$ cat src/jbas_regs.svh
// Constants for the boundary and analog scan test port
`ifndef JBAS_REGS_SVH
`define JBAS_REGS_SVH
`define JBAS_IR_W 3
`define JBAS_IR_EXTEST 3'h0
`define JBAS_IR_ANALOG 3'h2
`define JBAS_IR_SAMPLE 3'h4
`define JBAS_IR_IDCODE 3'h6
`define JBAS_IR_BYPASS 3'h7
`define JBAS_IR_CAPTURE 3'h1
`define JBAS_ASR_W 5
`define JBAS_BSR_W 99
`define JBAS_ID_W 32
`define JBAS_BSR_LOOP_EN 15
`define JBAS_BSR_ACK_EN 51
`define JBAS_BSR_ACK 52
`define JBAS_ANA_TX_BASE 5'h18
`define JBAS_ANA_RX_BASE 5'h10
`endif

$ cat src/jbas_pkg.sv
// Types for the boundary and analog scan test port
package jbas_pkg;
    typedef enum logic [15:0] {
        JBAS_RESET = 16'h0001, JBAS_IDLE = 16'h0002, JBAS_SEL_DR = 16'h0004,
        JBAS_CAP_DR = 16'h0008, JBAS_SH_DR = 16'h0010, JBAS_EX1_DR = 16'h0020,
        JBAS_PA_DR = 16'h0040, JBAS_EX2_DR = 16'h0080, JBAS_UP_DR = 16'h0100,
        JBAS_SEL_IR = 16'h0200, JBAS_CAP_IR = 16'h0400, JBAS_SH_IR = 16'h0800,
        JBAS_EX1_IR = 16'h1000, JBAS_PA_IR = 16'h2000, JBAS_EX2_IR = 16'h4000,
        JBAS_UP_IR = 16'h8000
    } jbas_tap_t;
endpackage

$ cat src/jbas_scan_port.sv
// Boundary, analog, identification and bypass scan port with TAP controller
`timescale 1ns/1ps
`include "jbas_regs.svh"
// How it works
// - five-bit analog chain, shifted LSB first
// - codes select transmit or receive channel pair
// - 32-bit identity, fields fixed, bit zero one
// - one-bit bypass stage between TDI and TDO
// - three-bit instruction register shifted LSB first
// - code 000 drives pins from boundary chain
// - code 010 enables analog force and sense
// - code 100 samples pins, functional path kept
// - code 110 selects the identification chain
// - code 111 selects the bypass stage
// - cell 15 disables all loop pin drivers
// - per-channel cell tristates receive outputs
// - cell 51 disables acknowledge drive, 52 value
// - TDO changes on falling TCK edges
// - sixteen-state TAP, reset loads identify instruction
// - boundary chain shifts LSB first, multi-cell pins
module jbas_scan_port
    import jbas_pkg::*;
#(
    parameter logic [3:0] REVISION = 4'h1,       // Arbitrary value
    parameter logic [15:0] PART = 16'h1234,      // Arbitrary value
    parameter logic [10:0] MAKER = 11'h055       // Arbitrary value
) (
    // System side
    input wire logic clk_sys,
    input wire logic reset_n,
    // Test link
    input wire logic tck,
    input wire logic tms,
    input wire logic tdi,
    output logic tdo,
    output logic tdo_oe,
    // Pin values seen by the boundary chain, in chain order
    input wire logic [`JBAS_BSR_W-1:0] pin_in,
    // Core values and enables for pins; enables active high
    input wire logic [`JBAS_BSR_W-1:0] core_out,
    // Values and test-mode overrides toward the pads
    output logic [`JBAS_BSR_W-1:0] pad_out,
    output logic pad_test_mode,
    output logic loop_pins_drive_disable,
    output logic [7:0] receive_outputs_tristate,
    output logic acknowledge_drive_disable,
    // Analog test port steering, one-hot channel selects
    output logic analog_enable,
    output logic [7:0] analog_tx_select,
    output logic [7:0] analog_rx_select
);
    // Control cells of the receive outputs, channels 0 to 7
    localparam int HIZ_CELL [8] = '{30, 22, 44, 36, 71, 63, 86, 78};
    localparam logic [`JBAS_ID_W-1:0] ID_VALUE = {REVISION, PART, MAKER, 1'b1};

    jbas_tap_t st_q, st_d;
    logic [`JBAS_IR_W-1:0] ir_sh_q, ir_sh_d, ir_q, ir_d;
    logic [`JBAS_BSR_W-1:0] bsr_q, bsr_d, bsr_up_q, bsr_up_d;
    logic [`JBAS_ASR_W-1:0] asr_q, asr_d, asr_up_q, asr_up_d;
    logic [`JBAS_ID_W-1:0] id_q, id_d;
    logic byp_q, byp_d;
    logic tdo_q, tdo_oe_q;
    logic [1:0] rs_sync_q;
    logic [`JBAS_BSR_W-1:0] pin_s1_q, pin_s2_q;

    // Pins are asynchronous to TCK; two flops each, so a pin must settle two TCK edges early
    always_ff @(posedge tck or negedge reset_n) begin
        if (!reset_n) begin
            pin_s1_q <= '0;
            pin_s2_q <= '0;
        end else begin
            pin_s1_q <= pin_in;
            pin_s2_q <= pin_s1_q;
        end
    end

    function automatic logic [2:0] dr_sel(input logic [2:0] ir);
        case (ir)
            `JBAS_IR_EXTEST, `JBAS_IR_SAMPLE: dr_sel = 3'h0;
            `JBAS_IR_ANALOG: dr_sel = 3'h1;
            `JBAS_IR_IDCODE: dr_sel = 3'h2;
            default: dr_sel = 3'h3;
        endcase
    endfunction

    // TAP next state
    always_comb begin
        case (st_q)
            JBAS_RESET: st_d = tms ? JBAS_RESET : JBAS_IDLE;
            JBAS_IDLE: st_d = tms ? JBAS_SEL_DR : JBAS_IDLE;
            JBAS_SEL_DR: st_d = tms ? JBAS_SEL_IR : JBAS_CAP_DR;
            JBAS_CAP_DR: st_d = tms ? JBAS_EX1_DR : JBAS_SH_DR;
            JBAS_SH_DR: st_d = tms ? JBAS_EX1_DR : JBAS_SH_DR;
            JBAS_EX1_DR: st_d = tms ? JBAS_UP_DR : JBAS_PA_DR;
            JBAS_PA_DR: st_d = tms ? JBAS_EX2_DR : JBAS_PA_DR;
            JBAS_EX2_DR: st_d = tms ? JBAS_UP_DR : JBAS_SH_DR;
            JBAS_UP_DR: st_d = tms ? JBAS_SEL_DR : JBAS_IDLE;
            JBAS_SEL_IR: st_d = tms ? JBAS_RESET : JBAS_CAP_IR;
            JBAS_CAP_IR: st_d = tms ? JBAS_EX1_IR : JBAS_SH_IR;
            JBAS_SH_IR: st_d = tms ? JBAS_EX1_IR : JBAS_SH_IR;
            JBAS_EX1_IR: st_d = tms ? JBAS_UP_IR : JBAS_PA_IR;
            JBAS_PA_IR: st_d = tms ? JBAS_EX2_IR : JBAS_PA_IR;
            JBAS_EX2_IR: st_d = tms ? JBAS_UP_IR : JBAS_SH_IR;
            JBAS_UP_IR: st_d = tms ? JBAS_SEL_DR : JBAS_IDLE;
            default: st_d = JBAS_RESET;
        endcase
    end

    // Shift and capture of all chains; update of instruction, boundary and analog chains only
    always_comb begin
        ir_sh_d = ir_sh_q;
        ir_d = ir_q;
        bsr_d = bsr_q;
        bsr_up_d = bsr_up_q;
        asr_d = asr_q;
        asr_up_d = asr_up_q;
        id_d = id_q;
        byp_d = byp_q;
        case (st_q)
            JBAS_RESET: begin
                ir_d = `JBAS_IR_IDCODE;
                asr_up_d = '0;
            end
            JBAS_CAP_IR: ir_sh_d = `JBAS_IR_CAPTURE;
            JBAS_SH_IR: ir_sh_d = {tdi, ir_sh_q[`JBAS_IR_W-1:1]};
            JBAS_UP_IR: ir_d = ir_sh_q;
            JBAS_CAP_DR: begin
                case (dr_sel(ir_q))
                    3'h0: bsr_d = pin_s2_q;
                    3'h1: asr_d = asr_up_q;
                    3'h2: id_d = ID_VALUE;
                    default: byp_d = 1'b0;
                endcase
            end
            JBAS_SH_DR: begin
                case (dr_sel(ir_q))
                    3'h0: bsr_d = {tdi, bsr_q[`JBAS_BSR_W-1:1]};
                    3'h1: asr_d = {tdi, asr_q[`JBAS_ASR_W-1:1]};
                    3'h2: id_d = {tdi, id_q[`JBAS_ID_W-1:1]};
                    default: byp_d = tdi;
                endcase
            end
            JBAS_UP_DR: begin
                if (dr_sel(ir_q) == 3'h0) begin
                    bsr_up_d = bsr_q;
                end
                if (dr_sel(ir_q) == 3'h1) begin
                    asr_up_d = asr_q;
                end
            end
            default: begin
            end
        endcase
    end

    always_ff @(posedge tck or negedge reset_n) begin
        if (!reset_n) begin
            st_q <= JBAS_RESET;
            ir_sh_q <= '0;
            ir_q <= `JBAS_IR_IDCODE;
            bsr_q <= '0;
            bsr_up_q <= '0;
            asr_q <= '0;
            asr_up_q <= '0;
            id_q <= '0;
            byp_q <= 1'b0;
        end else begin
            st_q <= st_d;
            ir_sh_q <= ir_sh_d;
            ir_q <= ir_d;
            bsr_q <= bsr_d;
            bsr_up_q <= bsr_up_d;
            asr_q <= asr_d;
            asr_up_q <= asr_up_d;
            id_q <= id_d;
            byp_q <= byp_d;
        end
    end

    // Serial output mux, registered on the falling edge
    logic tdo_d, tdo_oe_d;
    always_comb begin
        tdo_oe_d = (st_q == JBAS_SH_DR) || (st_q == JBAS_SH_IR);
        if (st_q == JBAS_SH_IR) begin
            tdo_d = ir_sh_q[0];
        end else begin
            case (dr_sel(ir_q))
                3'h0: tdo_d = bsr_q[0];
                3'h1: tdo_d = asr_q[0];
                3'h2: tdo_d = id_q[0];
                default: tdo_d = byp_q;
            endcase
        end
    end

    always_ff @(negedge tck or negedge reset_n) begin
        if (!reset_n) begin
            tdo_q <= 1'b0;
            tdo_oe_q <= 1'b0;
        end else begin
            tdo_q <= tdo_d;
            tdo_oe_q <= tdo_oe_d;
        end
    end
    assign tdo = tdo_q;
    assign tdo_oe = tdo_oe_q;

    // Pad and analog controls, all registered on TCK
    logic [`JBAS_BSR_W-1:0] pad_d;
    logic test_d, loop_dis_d, ack_dis_d, ana_en_d;
    logic [7:0] rx_hiz_d, tx_sel_d, rx_sel_d;
    always_comb begin
        test_d = (ir_q == `JBAS_IR_EXTEST);
        pad_d = test_d ? bsr_up_q : core_out;
        loop_dis_d = test_d ? bsr_up_q[`JBAS_BSR_LOOP_EN] : 1'b0;
        ack_dis_d = test_d ? bsr_up_q[`JBAS_BSR_ACK_EN] : 1'b0;
        for (int i = 0; i < 8; i++) begin
            rx_hiz_d[i] = test_d ? bsr_up_q[HIZ_CELL[i]] : 1'b0;
        end
        ana_en_d = (ir_q == `JBAS_IR_ANALOG);
        tx_sel_d = '0;
        rx_sel_d = '0;
        if (ana_en_d && asr_up_q[4]) begin
            for (int c = 0; c < 8; c++) begin
                if (asr_up_q[2:0] == 3'(7 - c)) begin
                    tx_sel_d[c] = asr_up_q[3];
                    rx_sel_d[c] = !asr_up_q[3];
                end
            end
        end
    end

    always_ff @(posedge tck or negedge reset_n) begin
        if (!reset_n) begin
            pad_out <= '0;
            pad_test_mode <= 1'b0;
            loop_pins_drive_disable <= 1'b0;
            receive_outputs_tristate <= '0;
            acknowledge_drive_disable <= 1'b0;
            analog_enable <= 1'b0;
            analog_tx_select <= '0;
            analog_rx_select <= '0;
        end else begin
            pad_out <= pad_d;
            pad_test_mode <= test_d;
            loop_pins_drive_disable <= loop_dis_d;
            receive_outputs_tristate <= rx_hiz_d;
            acknowledge_drive_disable <= ack_dis_d;
            analog_enable <= ana_en_d;
            analog_tx_select <= tx_sel_d;
            analog_rx_select <= rx_sel_d;
        end
    end

    // System-clock side: reset observed through a two-stage synchroniser
    always_ff @(posedge clk_sys or negedge reset_n) begin
        if (!reset_n) begin
            rs_sync_q <= 2'h0;
        end else begin
            rs_sync_q <= {rs_sync_q[0], 1'b1};
        end
    end
endmodule

$ cat config.mk
export PLATFORM = sky130hd
export DESIGN_NAME = jbas_scan_port
export DESIGN_NICKNAME = d
export VERILOG_FILES = /design/src/jbas_pkg.sv /design/src/jbas_scan_port.sv
export VERILOG_INCLUDE_DIRS = /design/src
export SDC_FILE = /design/constraint.sdc
export NUM_CORES = 1
export LEC_CHECK = 0
export BUFFER_PORTS_ARGS = -buffer_cell sky130_fd_sc_hd__buf_2
export CAP_MARGIN = 20
export CORE_AREA = 2 2 175 349
export CTS_BUF_LIST = sky130_fd_sc_hd__clkbuf_8
export DETAILED_ROUTE_END_ITERATION = 12
export DIE_AREA = 0 0 177 351
export SYNTH_ARGS = -nofsm -noshare
export SYNTH_HDL_FRONTEND = slang
export SYNTH_SLANG_ARGS = --single-unit
$ cat constraint.sdc
create_clock -name tck -period 2.7 [get_ports tck]
set_clock_uncertainty 0.05 [all_clocks]
set_input_delay 0.27 -clock tck [delete_from_list [all_inputs] [get_ports tck]]
set_output_delay 0.27 -clock tck [all_outputs]
set_load 0.01 [all_outputs]
==> results.md <==
- Standard-cell rows: about 130
- Total Die Area: between 60000 and 70000 um^2
- IO Pins: roughly 330
- Max Transition Viols Final: 0
- Average wire per standard cell: about 16 um
- Number of failing setup endpoints in the final timing report: 4
- Total CTS buffers: 84
- Area growth, synth to finish: 33.00%
- Buffer type at the clock tree root: clkbuf_8
- Source-to-sink clock delay at the later pin of the worst-skew pair: roughly 0.64 ns
- Via count of the first global-routing pass: roughly 14000
- Synth async-reset ratio: 100.0%
- Ratio of cells with drive above 1 in the final layout: a little over a third
- Startpoint-to-endpoint class of the critical path: register to register
- Buffers added on ports: 330
- DPL Wire Length: slightly below 30 mm
- Final hold violation count: 0
- Clock transition at the registers of the reported paths: roughly 0.070 ns
- Type of element capturing the critical path: register
- Synthesized instance count: approximately 1400
- Largest fanout on the critical path: 2
- Place WS: -0.2162 ns
- DRC violation total after the first TritonRoute iteration: roughly 590
- CP Buf/Inv Count: 0
- Post-synth net total: 1579
- Slew at the pin closest to its max-slew limit: slightly above 0.9 ns
- Detail-routed via count per cell: 4.487
- Pwr dens: between 600 and 700 nW/um^2
- RD Place Congestion: between 0.7 and 0.8
- Router iterations before antenna repair: 4
- Final nets: roughly 2200
- Total global routing track utilization: around 15%
- Peak VDD IR: 0.0004542 V
- Setup repair after global routing missed its margin: true
- Worst-case setup margin in the final layout: -0.2554 ns
- Number of different library cells in the post-synthesis netlist: 51
- Worst hold path class: input pin to register
- Total Neg Setup Slack: -0.6136 ns
- Cell chain of the critical path: nor4_4, nand2_1, or3_4, mux2i_1
- Average instance area after synthesis: roughly 15 um^2
- Violated checks: setup timing
- First-pass GRT wire length: 74.28 mm
- Max-cap violation count: 0
- Number of non-filler instances in the completed layout: 2821
- Family of cells with the greatest summed delay on the critical path: simple AND/OR/NAND/NOR gates
- Total number of yosys warnings: 0
- Most used flip-flop cell after synthesis: dfrtp_1
- Starting density of the core: between 30% and 40%
- Aggregate global routing overflow: 0
- Post-placement cell count: approximately 2500
- Outcome: finished, violations left
- Total wire length: 46.48 mm
- Core ar.: around 60000 um^2
- Slew HR: just under 40%
- Sinks on the clock net: 590
- Die Span Y: approximately 350 um
- Worst stage delay on the critical path: 0.41 ns
- Required time at the endpoint of the critical path: around 1.7 ns
- Register bit count reported by yosys: around 600
- Data arrival at the endpoint of the critical path: 1.98 ns
- Leak pwr: roughly 13 nW
- Total power draw: roughly 0.018 W
- Initial antenna violation count: 9
- CTS max path bufs: 3
- Max stage delay cell, worst path: dfrtp_1
- Number of enable-type register cells in the synthesized netlist: 0
- TritonCTS clock tree: yes
- Number of antenna-violating nets in the routed design: 0
- Largest net degree at the start of global routing: a little under 200
- Part of the Yosys area used for sequential elements: 71.46%
- Cell area after synthesis: between 20000 and 25000 um^2
- Via count: about 13000
- Number of H-tree levels: 3
- Crit path launch type: register
- Remaining design rule violation count: 0
- Die X-Extent: about 180 um
synth_stat cells (5+ instances only):
cell	number	area, um^2
a21oi_1	5	25.02
a22o_1	26	227.7
a31oi_1	5	31.28
and2_1	13	81.33
buf_2	27	135.1
buf_4	7	52.55
buf_6	10	112.6
clkbuf_1	30	112.6
dfrtp_1	585	14640
mux2_1	10	112.6
mux2_2	188	2117
mux2i_1	106	1061
nand2_1	122	457.9
nor2_1	38	142.6
nor3_1	10	50.05
o21ai_0	70	350.3
o21ai_1	39	195.2
o22a_1	11	96.34
final timing paths:
| check | startpoint | endpoint | slack, ns | depth (start not counted) |
|---|---|---|---|---|
| hold reg to reg | pin_s1_q[94] | pin_s2_q[94] | 0.29 | 0 |
| hold / removal | pin_in[10] | pin_s1_q[10] | 0.21 | 2 |
| min in group asynchronous | reset_n | bsr_up_q[52] | 0.27 | 3 |
| max in group asynchronous | reset_n | tdo | 1.15 | 2 |
| setup / recovery | st_q[15] | tdo | -0.26 | 4 |
| setup reg to reg | st_q[15] | tdo | -0.26 | 4 |
area by class of cell:
class	instances	area [um^2]
Antenna cell	2	5.005
Clock buffer	98	1349
Clock inverter	49	451.7
Fill cell	5278	32100
Inverter	4	15.01
Multi-Input combinational cell	708	5533
Sequential cell	590	14770
Tap cell	774	968.4
Timing Repair Buffer	596	4394
cell families (layout without fill, tap and decap cells):
family | after synthesis | after routing | synth area share, %
xor+xnor | 7 | 7 | 0.2967
flops | 590 | 590 | 71.46
buf+inv | 78 | 747 | 2.071
other cells | 0 | 2 | 0
simple gates | 229 | 229 | 5.274
mux | 304 | 304 | 15.92
compound gates | 168 | 168 | 4.971
metal layers:
layer / vias up / GRT usage [%] / part of all wire, % / routed length [um]
met2: 434 / 23.57 / 44 / 20650
met5: - / 0 / 0.16 / 75
met4: 12 / 4.436 / 1.9 / 901
li1: 5988 / - / - / -
met1: 6138 / 20.84 / 46 / 21510
met3: 87 / 3.934 / 7.2 / 3339
cell usage in the layout, fill, tap and decap left out, types with 3 or more instances in the layout:
cell type and count:
dfrtp_1 585, buf_2 329, dlygate4sd3_1 202, mux2_2 188, nand2_1 122, mux2i_1 106, clkbuf_8 98, o21ai_0 70
buf_4 46, o21ai_1 39, nor2_1 38, a22o_1 26, inv_1 26, buf_12 17, and2_1 13, clkinv_2 12
o22a_1 11, mux2_1 10, nor3_1 9, bufinv_16 8, a31oi_1 5, a21oi_1 5, xnor2_1 4, nand2b_1 4
nand3_1 3, nor4_4 3, or4_1 3, nor4_1 3, nor4b_1 3, nand4_1 3, or3_1 3, xor2_1 3
inv_6 3, dfstp_2 3
metrics by stage:
stage | hold slack (ns) | area (um^2) | util, %
2_1_floorplan | -0.07559 | 20710 | -
3_3_place_gp | 0.09907 | 23580 | 39.56
3_5_place_dp | 0.1041 | 23580 | 39.56
4_1_cts | 0.1370 | 27440 | 46.05
5_1_grt | 0.1665 | 27480 | 46.12
6_report | 0.2080 | 27480 | 46.12
worst register-to-register path, delay by kind of cell (launching register included):
family / cells / cell delay [ns]
simple gates: 3 / 0.81
mux: 1 / 0.12
flops: 1 / 0.41
state kept, by name, summed over array words and instances, names as in the netlist, 3 cells and up:
signal                    count
receive_outputs_tristate      8
ir_q                          3
bsr_q                        99
asr_up_q                      5
analog_rx_select              8
st_q                         16
bsr_up_q                     99
analog_tx_select              8
asr_q                         5
pad_out                      99
id_q                         32
ir_sh_q                       3
pin_s2_q                     99
pin_s1_q                     99
power breakdown:
part,internal [W],switching [W],total (W),leakage (nW)
Clock,0.00410,0.00339,0.00750,1.01
Combinational,0.000658,0.000615,0.00127,4.38
Sequential,0.00916,0.000114,0.00927,7.52
Total,0.0139,0.00412,0.0180,12.9
what timing repair did:
item | CTS | global route
endpoints found under the setup margin | 4 | 5
resized for setup | 0 | 2
setup buffers | 6 | 0
hold buffers | 202 | 0
hold endpoints to repair | 686 | 0
pin swaps | 5 | 2
(Power assumes the default switching activity.)
